`config.mk`:
```
export PLATFORM = sky130hd
export DESIGN_NAME = ssp_port
export DESIGN_NICKNAME = d
export VERILOG_FILES = /design/src/core/ssp_pkg.sv /design/src/core/ssp_port.sv
export SDC_FILE = /design/constraint.sdc
export NUM_CORES = 1
export LEC_CHECK = 0
export BUFFER_PORTS_ARGS = -buffer_cell sky130_fd_sc_hd__buf_2
export CAP_MARGIN = 20
export CORE_UTILIZATION = 40
export CTS_BUF_LIST = sky130_fd_sc_hd__clkbuf_4 sky130_fd_sc_hd__clkbuf_8
export DETAILED_ROUTE_END_ITERATION = 8
export PLACE_DENSITY = 0.67
export REMOVE_ABC_BUFFERS = 1
export SETUP_SLACK_MARGIN = 0.02
export SLEW_MARGIN = 5
export SYNTH_ARGS = -nofsm -noshare
export SYNTH_HDL_FRONTEND = slang
export SYNTH_SLANG_ARGS = --single-unit
```
`constraint.sdc`:
```
create_clock -name clk_in -period 3.2 [get_ports clk_in]
set_input_delay 0.16 -clock clk_in [delete_from_list [all_inputs] [get_ports clk_in]]
set_output_delay 0.16 -clock clk_in [all_outputs]
set_load 0.005 [all_outputs]
```
`src/core/ssp_pkg.sv`:
```
// Constants, register map and state carriers for the serial port block
// Assumes a 32-bit Avalon-MM slave and a 50 MHz system clock
package ssp_pkg;
    localparam int unsigned CLK_HZ = 50_000_000;
    localparam logic [3:0] ADDR_BUF = 4'h0;
    localparam logic [3:0] ADDR_CON = 4'h4;
    localparam logic [3:0] ADDR_STAT = 4'h8;
    localparam logic [3:0] ADDR_PIN = 4'hc;
    localparam logic [3:0] MODE_M4 = 4'h0;
    localparam logic [3:0] MODE_M16 = 4'h1;
    localparam logic [3:0] MODE_M64 = 4'h2;
    localparam logic [3:0] MODE_MT2 = 4'h3;
    localparam logic [3:0] MODE_S_SS = 4'h4;
    localparam logic [3:0] MODE_S_NOSS = 4'h5;
    // Half periods of the serial clock in system cycles, less one
    localparam logic [5:0] HALF_M4 = 6'h01;
    localparam logic [5:0] HALF_M16 = 6'h07;
    localparam logic [5:0] HALF_M64 = 6'h1f;
    localparam logic [2:0] BIT_LAST = 3'h7;
    localparam logic [7:0] CON_RESET = 8'h00;
    localparam logic [1:0] STAT_RESET = 2'h0;
    localparam logic [31:0] RD_ZERO = 32'h0000_0000;
    localparam int CON_WRITE_COLLISION_FLAG = 7;
    localparam int CON_OV = 6;
    localparam int CON_EN = 5;
    localparam int CON_CKP = 4;
    localparam int STAT_SMP = 7;
    localparam int STAT_CKE = 6;
    localparam int PIN_SDO_IN = 0;

    typedef enum logic [1:0] {ST_IDLE, ST_LEAD, ST_TRAIL} ssp_state_t;

    typedef struct packed {
        logic sck;
        logic sdo;
        logic sdo_oe;
        logic sck_oe;
    } ssp_pins_t;

    typedef struct packed {
        ssp_state_t st;
        logic [7:0] buf_r;
        logic [7:0] sr;
        logic [2:0] cnt;
        logic [5:0] div;
        logic [7:0] con;
        logic [1:0] stat;
        logic bf;
        logic flag;
        logic sdo_in;
        logic [1:0] sck_s;
        logic [1:0] sdi_s;
        logic [1:0] ss_s;
        logic [1:0] t2_s;
        logic sck_p;
        logic t2_p;
        logic samp;
        ssp_pins_t pin;
        logic [31:0] rdata;
        logic rvalid;
    } ssp_regs_t;
endpackage

```
`src/core/ssp_port.sv`:
```
// Serial peripheral port, SPI master and slave, with Avalon-MM registers
// Assumes pins arrive asynchronous; the pad ring resolves the tri-state wires
// Function
// - Enable hands pins to the port
// - Master write to buffer starts transfer
// - Receive-only master still loads bytes
// - Bytes shift most significant bit first
// - Edge select set gives early data
// - Shift on one edge, sample opposite; a master sampling at end samples on the shift edge
// - Slave shifts on external clock, flags last
// - Slave byte flags and wakes after eight
// - Select control gates slave on low select
// - Select high floats data output once the synchronised select reaches it
// - Select high or disable clears bit count
// - Data output as input stops transmission
// - Sleep freezes master transfer in place
// - Enabled interrupt wakes processor after transfer
// - Reset disables port, aborts transfer
// - Standard modes map to polarity and edge
// - Mode field selects master rate or slave
// - Sample phase picks middle or end for a master with edge select set
// - Busy buffer write ignored, collision flagged
// - Byte to buffer sets full; overflow drops
//
// Decided for this implementation: the placing of the registers and the Avalon-MM interface to the registers.
`timescale 1ns/100ps
module ssp_port (
    input wire logic clk_in,
    input wire logic rst_b_in,
    input wire logic [3:0] avs_address_in,
    input wire logic avs_read_in,
    input wire logic avs_write_in,
    input wire logic [31:0] avs_writedata_in,
    input wire logic [3:0] avs_byteenable_in,
    output logic [31:0] avs_readdata_out,
    output logic avs_waitrequest_out,
    input wire logic sleep_in,
    input wire logic irq_en_in,
    input wire logic timer_two_in,
    input wire logic sck_in,
    input wire logic sdi_in,
    input wire logic ss_b_in,
    output logic sck_out,
    output logic sck_oe_out,
    output logic sdo_out,
    output logic sdo_oe_out,
    output logic port_interrupt_flag_out,
    output logic wake_out
);
    ssp_pkg::ssp_regs_t q;
    ssp_pkg::ssp_regs_t d;
    logic en;
    logic master;
    logic slave;
    logic ss_ctl;
    logic clock_idle_polarity;
    logic cke;
    logic sample_phase;
    logic sel_ok;
    logic acc;
    logic wr;
    logic rd;
    logic ld;
    logic tick;
    logic sck_rise;
    logic sck_fall;
    logic sl_lead;
    logic sl_trail;
    logic done;
    logic [5:0] half;

    assign en = q.con[ssp_pkg::CON_EN];
    assign master = en && (q.con[3:0] <= ssp_pkg::MODE_MT2);
    assign slave = en && (q.con[3:0] == ssp_pkg::MODE_S_SS
                          || q.con[3:0] == ssp_pkg::MODE_S_NOSS);
    assign ss_ctl = slave && q.con[3:0] == ssp_pkg::MODE_S_SS;
    assign clock_idle_polarity = q.con[ssp_pkg::CON_CKP];
    assign cke = q.stat[ssp_pkg::STAT_CKE - 6];
    assign sample_phase = q.stat[ssp_pkg::STAT_SMP - 6];
    assign sel_ok = !ss_ctl || !q.ss_s[1];
    // First cycle fetches read data; effects land when waitrequest is low
    assign acc = (avs_read_in || avs_write_in) && !q.rvalid;
    assign ld = avs_read_in && acc;
    assign wr = avs_write_in && q.rvalid && avs_byteenable_in[0];
    assign rd = avs_read_in && q.rvalid;
    assign avs_waitrequest_out = (avs_read_in || avs_write_in) && !q.rvalid;
    assign avs_readdata_out = q.rdata;
    // Leading edge is the idle-to-active transition of the line
    assign sck_rise = q.sck_s[1] && !q.sck_p;
    assign sck_fall = !q.sck_s[1] && q.sck_p;
    assign sl_lead = clock_idle_polarity ? sck_fall : sck_rise;
    assign sl_trail = clock_idle_polarity ? sck_rise : sck_fall;

    always_comb begin
        unique case (q.con[3:0])
            ssp_pkg::MODE_M4: half = ssp_pkg::HALF_M4;
            ssp_pkg::MODE_M16: half = ssp_pkg::HALF_M16;
            default: half = ssp_pkg::HALF_M64;
        endcase
    end

    always_comb begin
        d = q;
        done = 1'b0;
        d.rvalid = acc;
        d.sck_s = {q.sck_s[0], sck_in};
        d.sdi_s = {q.sdi_s[0], sdi_in};
        d.ss_s = {q.ss_s[0], ss_b_in};
        d.t2_s = {q.t2_s[0], timer_two_in};
        d.sck_p = q.sck_s[1];
        d.t2_p = q.t2_s[1];
        tick = 1'b0;
        if (!sleep_in) begin
            // Timer mode toggles the line on each timer pulse: half its rate
            if (q.con[3:0] == ssp_pkg::MODE_MT2) begin
                tick = q.t2_s[1] && !q.t2_p;
            end else if (q.div == half) begin
                tick = 1'b1;
            end
        end
        if (q.st == ssp_pkg::ST_IDLE || tick) begin
            d.div = 6'h00;
        end else if (!sleep_in) begin
            d.div = q.div + 6'h01;
        end
        if (master) begin
            d.pin.sck_oe = 1'b1;
            d.pin.sdo_oe = !q.sdo_in;
            if (tick) begin
                unique case (q.st)
                    ssp_pkg::ST_LEAD: begin
                        d.pin.sck = !clock_idle_polarity;
                        d.st = ssp_pkg::ST_TRAIL;
                        if (cke && !sample_phase) begin
                            d.samp = q.sdi_s[1];
                        end else if (!cke) begin
                            d.pin.sdo = q.sr[7];
                        end
                    end
                    ssp_pkg::ST_TRAIL: begin
                        d.pin.sck = clock_idle_polarity;
                        // Pin sync lags two cycles: mid sampling needs the slower rates
                        if (cke && !sample_phase) begin
                            d.sr = {q.sr[6:0], q.samp};
                        end else begin
                            d.sr = {q.sr[6:0], q.sdi_s[1]};
                        end
                        if (cke) begin
                            d.pin.sdo = d.sr[7];
                        end
                        d.cnt = q.cnt + 3'h1;
                        done = q.cnt == ssp_pkg::BIT_LAST;
                        d.st = done ? ssp_pkg::ST_IDLE : ssp_pkg::ST_LEAD;
                    end
                    default: d.st = q.st;
                endcase
            end
        end else if (slave) begin
            d.pin.sck_oe = 1'b0;
            d.pin.sck = clock_idle_polarity;
            d.pin.sdo_oe = sel_ok && !q.sdo_in;
            if (ss_ctl && q.ss_s[1]) begin
                d.cnt = 3'h0;
                d.st = ssp_pkg::ST_IDLE;
            end else begin
                // Sample edge shifts in; the other edge presents the next bit
                if (cke ? sl_lead : sl_trail) begin
                    d.sr = {q.sr[6:0], q.sdi_s[1]};
                    d.cnt = q.cnt + 3'h1;
                    done = q.cnt == ssp_pkg::BIT_LAST;
                end
                if (cke ? sl_trail : sl_lead) begin
                    d.pin.sdo = q.sr[7];
                end
                d.st = (d.cnt == 3'h0) ? ssp_pkg::ST_IDLE : ssp_pkg::ST_LEAD;
            end
        end else begin
            d.pin.sck_oe = 1'b0;
            d.pin.sdo_oe = 1'b0;
            d.pin.sck = clock_idle_polarity;
            d.cnt = 3'h0;
            d.st = ssp_pkg::ST_IDLE;
        end
        if (done) begin
            d.flag = 1'b1;
            if (slave && q.bf) begin
                d.con[ssp_pkg::CON_OV] = 1'b1;
            end else begin
                d.buf_r = d.sr;
                d.bf = 1'b1;
            end
        end
        if (ld) begin
            unique case (avs_address_in)
                ssp_pkg::ADDR_BUF: d.rdata = {24'h00_0000, q.buf_r};
                ssp_pkg::ADDR_CON: d.rdata = {24'h00_0000, q.con};
                ssp_pkg::ADDR_STAT: d.rdata = {24'h00_0000, q.stat, 5'h00, q.bf};
                ssp_pkg::ADDR_PIN: d.rdata = {30'h0000_0000, q.flag, q.sdo_in};
                default: d.rdata = ssp_pkg::RD_ZERO;
            endcase
        end
        // A byte landing in the same cycle keeps the full flag set
        if (rd && avs_address_in == ssp_pkg::ADDR_BUF && !done) begin
            d.bf = 1'b0;
        end
        if (wr) begin
            unique case (avs_address_in)
                ssp_pkg::ADDR_BUF: begin
                    if (q.st != ssp_pkg::ST_IDLE || q.cnt != 3'h0) begin
                        d.con[ssp_pkg::CON_WRITE_COLLISION_FLAG] = 1'b1;
                    end else if (en) begin
                        d.buf_r = avs_writedata_in[7:0];
                        d.sr = avs_writedata_in[7:0];
                        d.pin.sdo = avs_writedata_in[7];
                        if (master) begin
                            d.st = ssp_pkg::ST_LEAD;
                        end
                    end
                end
                ssp_pkg::ADDR_CON: begin
                    // Sticky flags: writes only clear; a hardware set in this cycle survives if the flag was clear
                    d.con[5:0] = avs_writedata_in[5:0];
                    d.con[7] = avs_writedata_in[7] && q.con[7] || d.con[7] && !q.con[7];
                    d.con[6] = avs_writedata_in[6] && q.con[6] || d.con[6] && !q.con[6];
                end
                ssp_pkg::ADDR_STAT: d.stat = avs_writedata_in[7:6];
                ssp_pkg::ADDR_PIN: begin
                    d.sdo_in = avs_writedata_in[ssp_pkg::PIN_SDO_IN];
                    if (!avs_writedata_in[1] && !done) begin
                        d.flag = 1'b0;
                    end
                end
                default: d.sdo_in = q.sdo_in;
            endcase
        end
    end

    always_ff @(posedge clk_in or negedge rst_b_in) begin
        if (!rst_b_in) begin
            q <= '0;
            q.con <= ssp_pkg::CON_RESET;
            q.stat <= ssp_pkg::STAT_RESET;
            q.st <= ssp_pkg::ST_IDLE;
        end else begin
            q <= d;
        end
    end

    assign sck_out = q.pin.sck;
    assign sck_oe_out = q.pin.sck_oe;
    assign sdo_out = q.pin.sdo;
    assign sdo_oe_out = q.pin.sdo_oe;
    assign port_interrupt_flag_out = q.flag;
    assign wake_out = q.flag && irq_en_in;
endmodule

```
==> impl_metrics.env <==
export IMPL_required_ns=3.42
export IMPL_cts_root_buffer="clkbuf_8"
export IMPL_globalplace_congestion=0.836
export IMPL_report_final_slew_viol_count=0
export IMPL_drc=0
export IMPL_busiest_layer="met2"
export IMPL_post_cts_buffers=0
export IMPL_clkTransAtPathRegs_ns=0.08
export IMPL_clock_skew_ns=0.0113
export IMPL_synth_seq_cells=64
export IMPL_outcome="finished clean"
export IMPL_tns_ns=0
export IMPL_ios=89
export IMPL_fin_util_pct=46.3
export IMPL_worst_pin_slew_ns=0.644
export IMPL_setup_viol=0
export IMPL_critPathSlowestCell="and2_1"
export IMPL_grtUsageMet3_pct=3.86
export IMPL_ys_warn_count=0
export IMPL_cp_slowest_stage_delay_ns=0.50
export IMPL_cp_end_kind="flop"
export IMPL_clockBufferDepth=2
export IMPL_startpoint="q[86]"
export IMPL_min_period_over_period_pct=80.5
export IMPL_first_pass_iters=4
export IMPL_synthMuxAreaShare_pct=10.2
export IMPL_final_cell_mix="dfrtp_1 (64), buf_2 (37), conb_1 (24)"
export IMPL_core_rowCount=33
export IMPL_maxCapViolCount=0
export IMPL_path_cells="inv_1 > ha_1 > nand3b_1 > nor3b_1 > and2_1 > a31oi_2 > a221o_1"
export IMPL_r2r_start="q[86]"
export IMPL_vias_per_cell=5.38
export IMPL_final_area_um2=3830
export IMPL_use_met1_pct=24.6
export IMPL_r2r_slack_ns=0.63
export IMPL_antenna_found_initial=0
export IMPL_grt_util_met2_pct=26.6
export IMPL_htreeDepth=3
export IMPL_start_kind="flop"
export IMPL_synthAdderAreaFrac_pct=2.55
export IMPL_syn_avg_cell_area_um2=10.7
export IMPL_grt_ovfl_total=0
export IMPL_syn_inst=320
export IMPL_hold_class="primary input to flop"
export IMPL_clock_sinks=64
export IMPL_instances_no_fill=466
export IMPL_reg2reg_depth=7
export IMPL_synth_cell_types=54
export IMPL_ys_flop_type="dfrtp_1"
export IMPL_place_inst=445
export IMPL_rsz0062_at_grt="no"
export IMPL_grt_pass1_wl_mm=11.9
export IMPL_path_max_fanout=11
export IMPL_crit_arrival_ns=2.80
export IMPL_synth_enable_flop_cells=0
export IMPL_cts_hold_buf=5
export IMPL_clk_insertion_delay_late_ns=0.35
export IMPL_n_antenna_cell=0
export IMPL_gr_usage_all_layers_pct=17.9
export IMPL_grt_max_degree=37
export IMPL_peakVddDrop_uv=210
export IMPL_holdPathEnd="q[56]"
export IMPL_timing_rr_end="q[82]"
export IMPL_synth_xor_area_share_pct=0.764
export IMPL_wl_per_cell_um=15.9
export IMPL_layout_commonest_cell="dfrtp_1"
export IMPL_via_count=2505
export IMPL_ant_nets=0
export IMPL_die_y_um=94.7
export IMPL_hpwl_mm=5.26
export IMPL_min_period_ns=2.57
export IMPL_p_per_area_nw_per_um2=465
export IMPL_async_flop_share_pct=100
export IMPL_die_w_um=94.7
export IMPL_fmax_ghz=0.388
export IMPL_drt_iter0_markers=142
export IMPL_grt_pass1_vias=2359
export IMPL_routed_wl_mm=7.39
export IMPL_core_area_um2=8260
export IMPL_final_hold_violation_count=0
export IMPL_numCtsBuffers=9
export IMPL_nNetsFinal=413
export IMPL_area_growth_pct=11.2
export IMPL_synth_simple_area_share_pct=13.2
export IMPL_cts_tree="done"
export IMPL_synth_seq_area_share_pct=46.6
export IMPL_worstHoldStart="avs_writedata_in[3]"
export IMPL_cts_resized=0
export IMPL_dieArea_um2=8970
export IMPL_power_leakage_nw=1.83
export IMPL_placed_area_um2=3580
export IMPL_placement_io_buffers=37
export IMPL_hold_depth=2
export IMPL_synth_top_family_by_area="compound AO/OA/AOI/OAI gates"
export IMPL_synth_compound_area_share_pct=16.6
export IMPL_initial_utilization_pct=41.7
export IMPL_drive_above_1_share_pct=21.3
export IMPL_critPathKind="flop to flop"
export IMPL_synth_area_um2=3440
export IMPL_slew_headroom_pct=56.8
==> critical path: cells and delay by family (launching register included) <==
kind	cells	cell delay (ns)
AOI/OAI and AO/OA	2	0.62
adders and majority gates	1	0.36
buffers and inverters	1	0.11
DFF	1	0.41
and+or+nand+nor	3	0.93
==> worst max-delay path by stage <==
stage	to	slack, ns	cells after the start
floorplan	q[80]	0.85	6
detailed placement	q[81]	0.67	7
finish	q[82]	0.63	7
global route	q[85]	0.38	7
CTS	q[82]	0.64	7
global placement	q[85]	0.73	7
==> cell usage after synthesis, drive strengths merged, types with 2 or more instances <==
cell type   n  area share [%]
o2bb2ai     3            0.76
o21bai      7             1.5
a31oi       6             1.3
nand4       3            0.55
nand2      21             2.4
ha          7             2.5
nor3b       2            0.44
nand3b      3            0.65
a2bb2oi     2            0.51
nor2       18             2.0
nand3       7             1.0
nor3        7             1.2
buf        39             8.4
and2        3            0.62
nor2b       3            0.55
a221o       8             2.3
o31ai       6             1.3
dfrtp      64              47
o2111ai     2            0.51
and3       10             1.8
mux2       12             3.9
a221oi      2             1.0
xor2        2            0.51
o22ai       2            0.36
o21ai       9             1.3
o211ai      2            0.44
a22o        7             1.8
clkbuf      6            0.65
inv         9            0.98
mux2i      19             5.5
a21oi      11             1.6
nand2b      4            0.73
==> per-layer routing <==
| metal | wire length (µm) | part of all wire, % |
|---|---|---|
| met1 | 3510 | 48 |
| met2 | 3340 | 45 |
| met3 | 393 | 5.3 |
| met4 | 141 | 1.9 |
| met5 | 0 | 0 |
==> stage by stage <==
step,power (mW),hold WS (ns),worst slack (ns)
after floorplan,1.01,-0.136,0.851
after global placement,1.09,0.268,0.728
after detailed placement,1.10,0.0898,0.673
after CTS,1.80,0.0368,0.644
after global routing,1.87,0.0387,0.381
final,1.78,0.0551,0.625
==> kinds of logic after synthesis <==
| group | count (synthesis) |
|---|---|
| AND/OR/NAND/NOR | 85 |
| multiplexers | 32 |
| XOR/XNOR | 3 |
| AO/OA/AOI/OAI | 74 |
| other | 1 |
| buffers and inverters | 54 |
| flip-flops | 64 |
| adder cells (fa/ha/maj) | 7 |
==> power by group <==
group | internal, mW | switching [mW] | total, mW
registers | 0.848 | 0.0449 | 0.893
clock network | 0.359 | 0.330 | 0.689
logic | 0.0870 | 0.111 | 0.198
total | 1.29 | 0.487 | 1.78
==> state kept, by name (all words and copies together) (netlist names) <==
signal	flops
q	42
clock_idle_polarity	1
sck_out	1
cke	1
sdo_out	1
port_interrupt_flag_out	1
d	6
avs_readdata_out	8
sdo_oe_out	1
en	1
sck_oe_out	1
==> cell type report <==
class / instances / area [µm²]
Multi-Input combinational cell: 225 / 1580
Clock inverter: 7 / 71.3
Sequential cell: 64 / 1600
Inverter: 9 / 33.8
Tap cell: 105 / 131
Clock buffer: 9 / 124
Fill cell: 769 / 4430
Timing Repair Buffer: 47 / 285
Note: power is estimated with default switching activity, not from simulation.
